==> src/logic/dmm_map.vh <==
// Constants for the data memory decoder: SFR addresses, fields, reset values.
// Included by the decoder modules; definitions only.
`ifndef DMM_MAP_VH
`define DMM_MAP_VH

`define DMM_ADDR_XRAM_PAGE     8'hE7
`define DMM_ADDR_PAGE_SELECT   8'hA7
`define DMM_ADDR_STACK_CTRL    8'hCF
`define DMM_ADDR_STACK_READ    8'hD7
`define DMM_ADDR_STACK_POINTER 8'h81
`define DMM_ADDR_PSW           8'hD0

`define DMM_XRAM_PAGE_MSB      3
`define DMM_XRAM_PAGE_RESET    4'h0
`define DMM_SP_RESET           8'h07
`define DMM_PAGE_RESET         8'h00
`define DMM_CTRL_EN_BIT        0
`define DMM_CTRL_IDX_LSB       4
`define DMM_CTRL_IDX_MSB       6
`define DMM_CTRL_RESET         8'h01
`define DMM_PSW_BANK_LSB       3
`define DMM_PSW_BANK_MSB       4
`define DMM_BITAREA_BASE       8'h20
`define DMM_SFR_BASE           8'h80
`define DMM_STACK_DEPTH        5

`endif

==> src/logic/dmm_stack_slot.v <==
// One slot of the peripheral page stack.
// Shifts down on interrupt entry, up on return; same clock as the core.
`timescale 1ns/100ps
`include "dmm_map.vh"

module dmm_stack_slot
(
    clock,
    resetn,
    push,
    pop,
    from_above,
    from_below,
    value
);
    input  wire       clock;
    input  wire       resetn;
    input  wire       push;
    input  wire       pop;
    input  wire [7:0] from_above;
    input  wire [7:0] from_below;
    output reg  [7:0] value;

    always @(posedge clock or negedge resetn)
    begin
        if (!resetn)
            value <= `DMM_PAGE_RESET;
        else if (push)
            value <= from_above;
        else if (pop)
            value <= from_below;
    end
endmodule // dmm_stack_slot

==> src/logic/dmm_ram.v <==
// 256-byte internal RAM, one write and one read port.
// Contents are not reset, as RAM survives a reset.
`timescale 1ns/100ps

module dmm_ram
(
    clock,
    wr_en,
    wr_addr,
    wr_data,
    rd_addr,
    rd_data
);
    input  wire       clock;
    input  wire       wr_en;
    input  wire [7:0] wr_addr;
    input  wire [7:0] wr_data;
    input  wire [7:0] rd_addr;
    output wire [7:0] rd_data;

    reg [7:0] mem [0:255];

    // Read is combinational so the decoder registers the answer in one cycle
    assign rd_data = mem[rd_addr];

    always @(posedge clock)
    begin
        if (wr_en)
            mem[wr_addr] <= wr_data;
    end
endmodule // dmm_ram

==> src/logic/dmm_decoder.v <==
// Data memory decoder: internal RAM, banks, bit area, stack pointer,
// XRAM page, SFR paging and the five-deep page stack.
// Assumes a core on the same clock issuing one access per cycle.
`timescale 1ns/100ps
`include "dmm_map.vh"

module dmm_decoder
#(
    parameter CODE_ADDR_WIDTH = 16
)
(
    clock,
    resetn,
    acc_valid,
    acc_write,
    acc_indirect,
    acc_bit,
    acc_ptr_sel,
    acc_addr,
    acc_wdata,
    acc_bit_wdata,
    push_req,
    pop_req,
    push_data,
    irq_enter,
    irq_exit,
    irq_page,
    xmove_valid,
    xmove_write,
    xmove_wide,
    xmove_flash_mode,
    xmove_addr,
    xmove_wdata,
    code_move_addr,
    code_fetch_addr,
    rd_data,
    rd_bit,
    rd_valid,
    stack_pointer,
    periph_page_select,
    sfr_strobe,
    sfr_write,
    sfr_addr,
    sfr_wdata,
    sfr_core,
    xram_addr,
    xram_write,
    xram_valid,
    xram_wdata,
    flash_write,
    code_addr
);
    input  wire                       clock;
    input  wire                       resetn;
    input  wire                       acc_valid;
    input  wire                       acc_write;
    input  wire                       acc_indirect;
    input  wire                       acc_bit;
    input  wire                       acc_ptr_sel;
    input  wire [7:0]                 acc_addr;
    input  wire [7:0]                 acc_wdata;
    input  wire                       acc_bit_wdata;
    input  wire                       push_req;
    input  wire                       pop_req;
    input  wire [7:0]                 push_data;
    input  wire                       irq_enter;
    input  wire                       irq_exit;
    input  wire [7:0]                 irq_page;
    input  wire                       xmove_valid;
    input  wire                       xmove_write;
    input  wire                       xmove_wide;
    input  wire                       xmove_flash_mode;
    input  wire [15:0]                xmove_addr;
    input  wire [7:0]                 xmove_wdata;
    input  wire [CODE_ADDR_WIDTH-1:0] code_move_addr;
    input  wire [CODE_ADDR_WIDTH-1:0] code_fetch_addr;
    output reg  [7:0]                 rd_data;
    output reg                        rd_bit;
    output reg                        rd_valid;
    output reg  [7:0]                 stack_pointer;
    output reg  [7:0]                 periph_page_select;
    output reg                        sfr_strobe;
    output reg                        sfr_write;
    output reg  [7:0]                 sfr_addr;
    output reg  [7:0]                 sfr_wdata;
    output reg                        sfr_core;
    output reg  [15:0]                xram_addr;
    output reg                        xram_write;
    output reg                        xram_valid;
    output reg  [7:0]                 xram_wdata;
    output reg                        flash_write;
    output reg  [CODE_ADDR_WIDTH-1:0] code_addr;

    reg  [3:0] xram_page_field;
    reg  [7:0] program_status_word;
    reg        auto_page_switch_enable;
    reg  [2:0] page_stack_index;
    reg  [7:0] idx_ptr0;
    reg  [7:0] idx_ptr1;
    reg        pend_ptr;
    reg        pend_bit;
    reg  [7:0] pend_addr;
    reg        pend_sfr;
    reg  [7:0] pend_data;
    reg  [7:0] next_sp;
    reg  [7:0] eff_addr;
    reg        is_sfr;
    reg  [7:0] byte_addr;
    reg  [2:0] bit_pos;
    reg        ram_wr;
    reg  [7:0] ram_wr_addr;
    reg  [7:0] ram_wr_data;
    reg  [7:0] sfr_rd;
    reg        core_hit;
    wire [7:0] ram_rd;
    wire [7:0] slot [0:`DMM_STACK_DEPTH];
    wire       auto_push;
    wire       auto_pop;
    wire [1:0] bank;

    assign bank      = program_status_word[`DMM_PSW_BANK_MSB:`DMM_PSW_BANK_LSB];
    assign auto_push = irq_enter & auto_page_switch_enable;
    assign auto_pop  = irq_exit & auto_page_switch_enable & ~irq_enter;

    // Lower slots shift as one chain; bottom falls off on overflow
    assign slot[0]                = periph_page_select;
    assign slot[`DMM_STACK_DEPTH] = `DMM_PAGE_RESET;
    genvar g;
    generate
        for (g = 1; g < `DMM_STACK_DEPTH; g = g + 1)
        begin : g_slot
            dmm_stack_slot u_slot
            (
                .clock      (clock),
                .resetn     (resetn),
                .push       (auto_push),
                .pop        (auto_pop),
                .from_above (slot[g-1]),
                .from_below (slot[g+1]),
                .value      (slot[g])
            );
        end
    endgenerate

    // Address formation
    always @*
    begin
        eff_addr  = acc_indirect ? (acc_ptr_sel ? idx_ptr1 : idx_ptr0) : acc_addr;
        is_sfr    = 1'b0;
        byte_addr = eff_addr;
        bit_pos   = 3'h0;
        if (acc_bit)
        begin
            bit_pos = acc_addr[2:0];
            if (acc_addr[7])
            begin
                byte_addr = {acc_addr[7:3], 3'h0};
                is_sfr    = 1'b1;
            end
            else
                byte_addr = `DMM_BITAREA_BASE + {4'h0, acc_addr[6:3]};
        end
        else if (!acc_indirect && eff_addr[7])
            is_sfr = 1'b1;
        // Indirect above 0x7F stays RAM (upper half)
        next_sp = stack_pointer + 8'h01;
    end

    // Core SFRs decode identically on every page
    always @*
    begin
        core_hit = 1'b1;
        case (byte_addr)
            `DMM_ADDR_XRAM_PAGE:     sfr_rd = {4'h0, xram_page_field};
            `DMM_ADDR_PAGE_SELECT:   sfr_rd = periph_page_select;
            `DMM_ADDR_STACK_POINTER: sfr_rd = stack_pointer;
            `DMM_ADDR_PSW:           sfr_rd = program_status_word;
            `DMM_ADDR_STACK_CTRL:    sfr_rd = {1'b0, page_stack_index, 3'h0, auto_page_switch_enable};
            `DMM_ADDR_STACK_READ:
                sfr_rd = (page_stack_index < `DMM_STACK_DEPTH) ? slot[page_stack_index] : 8'h00;
            default:
            begin
                sfr_rd   = 8'h00;
                core_hit = 1'b0; // Paged SFRs answered outside on the page
            end
        endcase
    end

    // RAM write source: push, byte write, or bit read-modify
    always @*
    begin
        ram_wr      = 1'b0;
        ram_wr_addr = byte_addr;
        ram_wr_data = acc_wdata;
        if (push_req)
        begin
            ram_wr      = 1'b1;
            ram_wr_addr = next_sp;
            ram_wr_data = push_data;
        end
        else if (pend_bit && !pend_sfr)
        begin
            ram_wr      = 1'b1;
            ram_wr_addr = pend_addr;
            ram_wr_data = pend_data;
        end
        else if (acc_valid && acc_write && !acc_bit && !is_sfr)
            ram_wr = 1'b1;
    end

    dmm_ram u_ram
    (
        .clock   (clock),
        .wr_en   (ram_wr),
        .wr_addr (ram_wr_addr),
        .wr_data (ram_wr_data),
        .rd_addr (pop_req ? stack_pointer : byte_addr),
        .rd_data (ram_rd)
    );

    // Register file and page logic
    always @(posedge clock or negedge resetn)
    begin
        if (!resetn)
        begin
            stack_pointer           <= `DMM_SP_RESET;
            xram_page_field         <= `DMM_XRAM_PAGE_RESET;
            program_status_word     <= 8'h00;
            periph_page_select      <= `DMM_PAGE_RESET;
            auto_page_switch_enable <= 1'b1;
            page_stack_index        <= 3'h0;
        end
        else
        begin
            if (push_req)
                stack_pointer <= next_sp;
            else if (pop_req)
                stack_pointer <= stack_pointer - 8'h01;
            if (acc_valid && acc_write && is_sfr && !acc_bit)
            begin
                case (byte_addr)
                    `DMM_ADDR_XRAM_PAGE:     xram_page_field <= acc_wdata[`DMM_XRAM_PAGE_MSB:0];
                    `DMM_ADDR_PAGE_SELECT:   periph_page_select <= acc_wdata;
                    `DMM_ADDR_STACK_POINTER: stack_pointer <= acc_wdata;
                    `DMM_ADDR_PSW:           program_status_word <= acc_wdata;
                    `DMM_ADDR_STACK_CTRL:
                    begin
                        auto_page_switch_enable <= acc_wdata[`DMM_CTRL_EN_BIT];
                        page_stack_index <= acc_wdata[`DMM_CTRL_IDX_MSB:`DMM_CTRL_IDX_LSB];
                    end
                    default: ;
                endcase
            end
            if (pend_bit && pend_sfr && pend_addr == `DMM_ADDR_PSW)
                program_status_word <= pend_data;
            // Hardware page change wins over a software write
            if (auto_push)
                periph_page_select <= irq_page;
            else if (auto_pop)
                periph_page_select <= slot[1];
        end
    end

    // Bit writes finish a cycle later; address and byte latched, bus moves on
    always @(posedge clock or negedge resetn)
    begin
        if (!resetn)
        begin
            pend_bit  <= 1'b0;
            pend_addr <= 8'h00;
            pend_sfr  <= 1'b0;
            pend_data <= 8'h00;
            pend_ptr  <= 1'b0;
        end
        else
        begin
            pend_bit  <= acc_valid & acc_write & acc_bit & ~pend_bit;
            pend_addr <= byte_addr;
            pend_sfr  <= is_sfr;
            pend_data <= is_sfr ? sfr_rd : ram_rd;
            pend_data[bit_pos] <= acc_bit_wdata;
            pend_ptr  <= acc_valid & acc_indirect;
        end
    end

    // Pointer shadows from active bank, refreshed on write
    always @(posedge clock or negedge resetn)
    begin
        if (!resetn)
        begin
            idx_ptr0 <= 8'h00;
            idx_ptr1 <= 8'h00;
        end
        else if (ram_wr && ram_wr_addr == {3'h0, bank, 3'h0})
            idx_ptr0 <= ram_wr_data;
        else if (ram_wr && ram_wr_addr == {3'h0, bank, 3'h1})
            idx_ptr1 <= ram_wr_data;
    end

    // Outputs, all registered
    always @(posedge clock or negedge resetn)
    begin
        if (!resetn)
        begin
            rd_data     <= 8'h00;
            rd_bit      <= 1'b0;
            rd_valid    <= 1'b0;
            sfr_strobe  <= 1'b0;
            sfr_write   <= 1'b0;
            sfr_addr    <= `DMM_SFR_BASE;
            sfr_wdata   <= 8'h00;
            sfr_core    <= 1'b0;
            xram_addr   <= 16'h0000;
            xram_write  <= 1'b0;
            xram_valid  <= 1'b0;
            xram_wdata  <= 8'h00;
            flash_write <= 1'b0;
            code_addr   <= {CODE_ADDR_WIDTH{1'b0}};
        end
        else
        begin
            rd_valid   <= acc_valid & ~acc_write;
            rd_data    <= is_sfr ? sfr_rd : ram_rd;
            rd_bit     <= is_sfr ? sfr_rd[bit_pos] : ram_rd[bit_pos];
            sfr_strobe <= acc_valid & is_sfr & ~core_hit;
            sfr_write  <= acc_valid & acc_write & is_sfr & ~core_hit;
            sfr_addr   <= byte_addr; // paged with periph_page_select
            sfr_wdata  <= acc_wdata;
            sfr_core   <= core_hit;
            xram_valid <= xmove_valid & ~(xmove_write & xmove_flash_mode);
            xram_write <= xmove_valid & xmove_write & ~xmove_flash_mode;
            flash_write <= xmove_valid & xmove_write & xmove_flash_mode;
            xram_wdata <= xmove_wdata;
            xram_addr  <= xmove_wide ? xmove_addr : {4'h0, xram_page_field, xmove_addr[7:0]};
            // Data space never feeds instruction fetch
            code_addr  <= (xmove_valid | pend_ptr) ? code_fetch_addr : code_move_addr;
        end
    end
endmodule // dmm_decoder

==> config.mk <==
export PLATFORM = sky130hd
export DESIGN_NAME = dmm_decoder
export DESIGN_NICKNAME = d
export VERILOG_FILES = /design/src/logic/dmm_stack_slot.v /design/src/logic/dmm_ram.v /design/src/logic/dmm_decoder.v
export VERILOG_INCLUDE_DIRS = /design/src /design/src/logic
export SDC_FILE = /design/constraint.sdc
export NUM_CORES = 2
export LEC_CHECK = 0
export ABC_AREA = 1
export ABC_CLOCK_PERIOD_IN_PS = 6600
export BUFFER_PORTS_ARGS = -buffer_cell sky130_fd_sc_hd__buf_2
export CELL_PAD_IN_SITES_DETAIL_PLACEMENT = 1
export CELL_PAD_IN_SITES_GLOBAL_PLACEMENT = 2
export CORE_UTILIZATION = 30
export CTS_CLUSTER_SIZE = 16
export DETAILED_ROUTE_END_ITERATION = 8
export PLACE_DENSITY_LB_ADDON = 0.3
export SLEW_MARGIN = 20
export SYNTH_ARGS = -nofsm -noshare
export SYNTH_HDL_FRONTEND = slang
export SYNTH_SLANG_ARGS = --single-unit
==> constraint.sdc <==
create_clock -name clock -period 6.6 [get_ports clock]
set_input_delay 0.66 -clock clock [delete_from_list [all_inputs] [get_ports clock]]
set_output_delay 0.66 -clock clock [all_outputs]
set_load 0.01 [all_outputs]
======== Yosys cells after proc, flatten, opt, wreduce, memory -nomap -nowiden ========
Memory sizes are Yosys's and may differ from the RTL's.
Index checks and enable logic that the tools add are counted.
operators by class
  reductions and logical operators ........ 27
  multiplexer cells ....................... 54
  order comparisons ....................... 4
  bitwise gates (word level) .............. 26
  equality and inequality tests ........... 9
  add/sub/neg operators ................... 3
operator list
  operator                                                              count
  8-bit 2-to-1 mux                                                      32
  8-bit equality test, second input constant                            7
  8-bit one-hot mux with 6 select lines                                 1
  16-bit 2-to-1 mux                                                     2
  8-bit binary-select mux with 3-bit select                             1
  1-bit AND                                                             17
  8-bit by 5-bit equality test with 1-bit output                        2
  1-bit 2-to-1 mux                                                      13
  1-bit logical AND                                                     12
  2-bit AND reduction                                                   5
  8-bit by 1-bit adder with 8-bit output, second input constant         1
  8-bit bitwise mux                                                     1
  8-bit by 1-bit subtractor with 8-bit output, second input constant    1
  6-bit by 4-bit adder with 7-bit output, first input constant          1
  1-bit inverter                                                        7
  1-bit binary-select mux with 3-bit select                             2
  2-bit nonzero test                                                    3
  3-bit nonzero test                                                    2
  6-bit OR reduction                                                    1
  4-bit greater-or-equal comparator, second input constant              1
  1-bit logical NOT                                                     4
  3-bit by 4-bit < comparator with 1-bit output, second input constant  1
  3-bit inverter with 4-bit output                                      1
  1-bit demux with 3-bit select                                         1
  other kinds (4)                                                       4
word-level totals
  logic and storage cells ................. 155
  input bits .............................. 104
  memories kept ........................... 1
  RAM bits ................................ 2048
  output and inout port bits .............. 88
  bits in registers ....................... 171
memories
  memory     words  bits a word  rd ports  clocked after Yosys merged registers in  write ports  line          source
  u_ram.mem  256    8            1         0                                        1            dmm_ram.v:21  reg [7:0] mem [0:255];

======== Longest topological paths before layout ========
  word-level depth ........................ 13
  gate-level depth with buffers ........... 24
  mapped depth without buffers ............ 21

======== Hierarchy ========
Synthesis repeated with hierarchy kept, for this count alone.
second synthesis, totals
  cells, all modules ...................... 8075
  area, all modules ....................... 91835.6 um^2
by module, submodules not included
  module          area an instance (um^2)  instances  cells an instance
  dmm_ram         83236.1                  1          6995
  dmm_decoder     7103.1                   1          904
  dmm_stack_slot  374.1                    4          44

======== Worst setup path before layout ========
No wires, ideal clock.
  path type ............................... input to register
  from .................................... in push_req
  to ...................................... mem u_ram.mem[0][2], data pin
  stages .................................. 5
  slack ................................... 1.339 ns
  path buffers ............................ 2
  arrival ................................. 4.434 ns
  cell sequence ........................... inv_1 -> clkbuf_1 -> clkbuf_1 -> o211ai_1 -> nand2_1
on the way
  cells in the longest elaborated chain, start to end .. 1
RTL lines
  element             line               source
  start: declaration  dmm_decoder.v:63   input wire push_req;
  8-bit 2-to-1 mux    dmm_decoder.v:195  if (push_req)
  via ram_wr_data[2]  dmm_decoder.v:112  reg [7:0] ram_wr_data;
  end: declaration    dmm_ram.v:21
The timed path passes the listed nets, and every way through them passes these cells.

======== Worst setup path after layout ========
  from .................................... reg stack_pointer[0]
  to ...................................... reg rd_bit
on the way
  cells in the longest elaborated chain, start to end .. 5
RTL lines
  element                                    line               source
  start: declaration                         dmm_decoder.v:80   output reg [7:0] stack_pointer;
  start signal: assignment                   dmm_decoder.v:226  stack_pointer <= `DMM_SP_RESET;
  start signal: assignment                   dmm_decoder.v:236  stack_pointer <= next_sp;
  start signal: assignment                   dmm_decoder.v:238  stack_pointer <= stack_pointer - 8'h01;
  8-bit 2-to-1 mux                           dmm_decoder.v:217  .rd_addr (pop_req ? stack_pointer : byte_addr),
  memory 256 x 8 bit                         --
  1-bit binary-select mux with 3-bit select  dmm_decoder.v:324  rd_bit <= is_sfr ? sfr_rd[bit_pos] : ram_rd[bit_pos];
  1-bit 2-to-1 mux (implied by the code)     dmm_decoder.v:324
  1-bit 2-to-1 mux *                         dmm_decoder.v:324
  end signal: assignment                     dmm_decoder.v:324
  end: declaration                           dmm_decoder.v:78   output reg rd_bit;
Mark *: on every way between the ends. The rest lies on a longest branch, timed or not. The select of a mux whose other input is x is not followed.
A chain may end at the register's enable or synchronous reset.

==> run summary <==
status: complete, no violations
Seq/Total Area, Yosys: 0.702
gr ovfl total: 0
Post-Syn Area per Cell: 11.3 µm²
Distinct cells, synth: 47
power density over the cells: 357 nW/µm²
worst vdd ir: 0.240 mV
clk sinks: 2,212
Overall Power: 38.4 mW
DR DRC count: 0
final instance area: 107,000 µm²
ys flop type: edfxtp_1
Tcrit/Tclk final: 0.774
largest stage delay on the critical path: 0.64 ns
Ys Warns: 0
Hold Violations, Final: 0
htree depth: 4
crit path cell chain: nor2_1 > inv_8 > nand2_8 > inv_8 > buf_4 > nand2_1 > nand2_1 > nand2_1 > nand3_1 > nand3_1 > nand3_1 > nand3_1 > nand3_1 > nand3_1 > nand3_1 > nand3_1 > nand3_1 > nand3_1 > nand2_1
flops & latches, synth: 2,212
die height: 560 µm
Hold Path Stages: 3
FF/Latch Area: 65,600 µm²
cell taking the most area after synthesis: edfxtp_1
CTS clk-pin slew, worst paths: 0.06 ns
static leakage: 38.9 nW
Synth async-reset ratio: 0.0741
PnR worst setup slack: 1.49 ns
layout cells sized above 1: 0.0892
initial antenna violation count: 12
DIE AREA: 314,000 µm²
first-pass GRT wire length: 468 mm
post-DP HPWL: 189 mm
Die Width: 560 µm
drt total wl: 320 mm
Worst path slowest cell: dfstp_2
ANT nets after route: 0
Setup Skew: 0.0374 ns
Worst EP arrival: 5.96 ns
count leader, synth: edfxtp_1
Avg WL per Cell: 25.2 µm
Worst Path Required: 7.45 ns
PortBufs: 191
most frequent CP cell: nand3_1
hold-fix buffers at CTS: 82
placed instance area: 98,900 µm²
top cell type's share of synthesized area: 0.658
clk buf depth: 4
Fmax: 0.196 GHz
Rows: 204
startpoint types: flop
fill count: 33,600
CTS Buf Count: 245
CTS root buf: clkbuf_16
setup TNS: 0 ns
Hold EP: xram_addr[15]
Period minus WS final: 5.11 ns
Setup Viol. Count Final: 0
critical path fanouts, max: 49
R2R Setup Slk: 1.49 ns
Worst slew margin: 0.214
area of the core: 309,000 µm²
Critical R2R Capture: rd_bit
vias in the first global route: 66,400
Syn Inst Count: 8,243
HP Start: xmove_wide
gr usage total: 0.200
Detailed Route Iter0 Violations: 5,093
Area Overhead vs Synth: 15.0%
multi-input combinational cell area: 23,300 µm²
Worst setup EP type: flop
Slew Limit Fails: 0
Post-CTS Setup Bufs: 0
Least-Margin Pin Slew: 1.18 ns
Via Count: 64,300
Ports: 192
vias per cell: 5.07
Clock Latency Late Sink: 0.91 ns
Net Count, Synth: 8,349
worst r2r src: stack_pointer[0]
R2R depth: 19
CTS tree: done
synth cell count leaders: edfxtp_1, nand2_1, nand3_1
Post-synth EDFFs: 2,048
largest net degree at the start of global routing: 203
max-cap viol count: 0
PostCTS Resize Cnt: 0
final hold slack: 0.0961 ns
area of the mapped netlist: 93,400 µm²
GP Congestion: 0.809
HP Class: in2reg
synth top area cells: edfxtp_1, nand3_1, nand2_1
nets@finish: 8,464
pre-CTS setup slack: 0.993 ns
Initial Utilization: 0.302
DRT Pass-1 Iters: 5
RSZ-0062 raised after global routing: false
Setup Crit Path Kind: reg2reg
## routing by layer
layer,GRT usage,share of wire,up-vias
met5,0,0,-
met4,0.0552,0.028,0
met3,0.0227,0.041,425
met2,0.334,0.48,1339
met1,0.274,0.45,33400
li1,-,-,29200
## report_power, final
part / switching, mW / internal (mW) / leakage (nW)
Combinational: 6.74 / 2.23 / 14.8
Clock: 5.79 / 7.71 / 3.73
Sequential: 0.161 / 15.8 / 20.4
## logic make-up after synthesis
| group | count (synthesis) | synth area share |
|---|---|---|
| muxes | 25 | 0.00301 |
| xor gates and xnor gates | 1 | 0.0000938 |
| buffers and inverters | 1112 | 0.0506 |
| adders and majority gates | 2 | 0.000268 |
| DFF | 2212 | 0.702 |
| and+or+nand+nor | 4377 | 0.207 |
| AOI/OAI and AO/OA | 514 | 0.0364 |
## state kept, by name, indices dropped and copies added, names as in the netlist, 16 cells and up
signal               flops
code_addr               16
u_ram.mem             2048
xram_addr               16
g_slot.u_slot.value     32
## per-stage QoR
step | instances | util
2_1_floorplan | 8243 | -
3_3_place_gp | 12100 | 0.320
3_5_place_dp | 12100 | 0.320
4_1_cts | 12700 | 0.347
5_1_grt | 12700 | 0.347
6_report | 12700 | 0.347
## cells in the final DEF (no fill, tap or decap), types with 16 or more instances in the layout
cell,Yosys,layout
nand2_1,1972,1949
nor3_1,16,16
inv_1,549,547
dlygate4sd3_1,0,82
buf_2,295,190
clkbuf_16,0,249
o22ai_1,16,16
o211ai_1,281,281
buf_12,0,55
nand2_2,5,18
buf_4,48,94
mux2_2,25,25
edfxtp_1,2048,2048
dfrtp_1,159,159
clkinv_1,2,60
a21oi_1,35,35
nand3b_1,120,120
nor2_1,346,341
clkbuf_1,171,65
clkinv_2,0,30
bufinv_16,0,21
nand3_1,1889,1889
o21ai_0,147,145
## final cells by class
class | instances | share of cell area
Antenna cell | 3 | 0.0000698
Clock inverter | 128 | 0.0114
Sequential cell | 2212 | 0.610
Clock buffer | 315 | 0.0604
Tap cell | 4120 | 0.0480
Timing Repair Buffer | 422 | 0.0334
Multi-Input combinational cell | 4919 | 0.217
Inverter | 558 | 0.0197
## worst max-delay path: cells and delay by family (launching register included)
kind,cells,cell delay (ns)
and+or+nand+nor,16,3.04
buffers and inverters,3,1.18
DFF,1,0.64
## worst max path at each step
stage | from | to | cells past startpoint
after global placement | pop_req | rd_bit | 22
after detailed placement | pop_req | rd_bit | 22
final | stack_pointer[0] | rd_bit | 19
after floorplan | push_req | u_ram.mem[0][2] | 5
after global routing | stack_pointer[0] | rd_bit | 19
after CTS | stack_pointer[2] | u_ram.mem[155][7] | 12
Note: power is estimated with default switching activity, not from simulation.
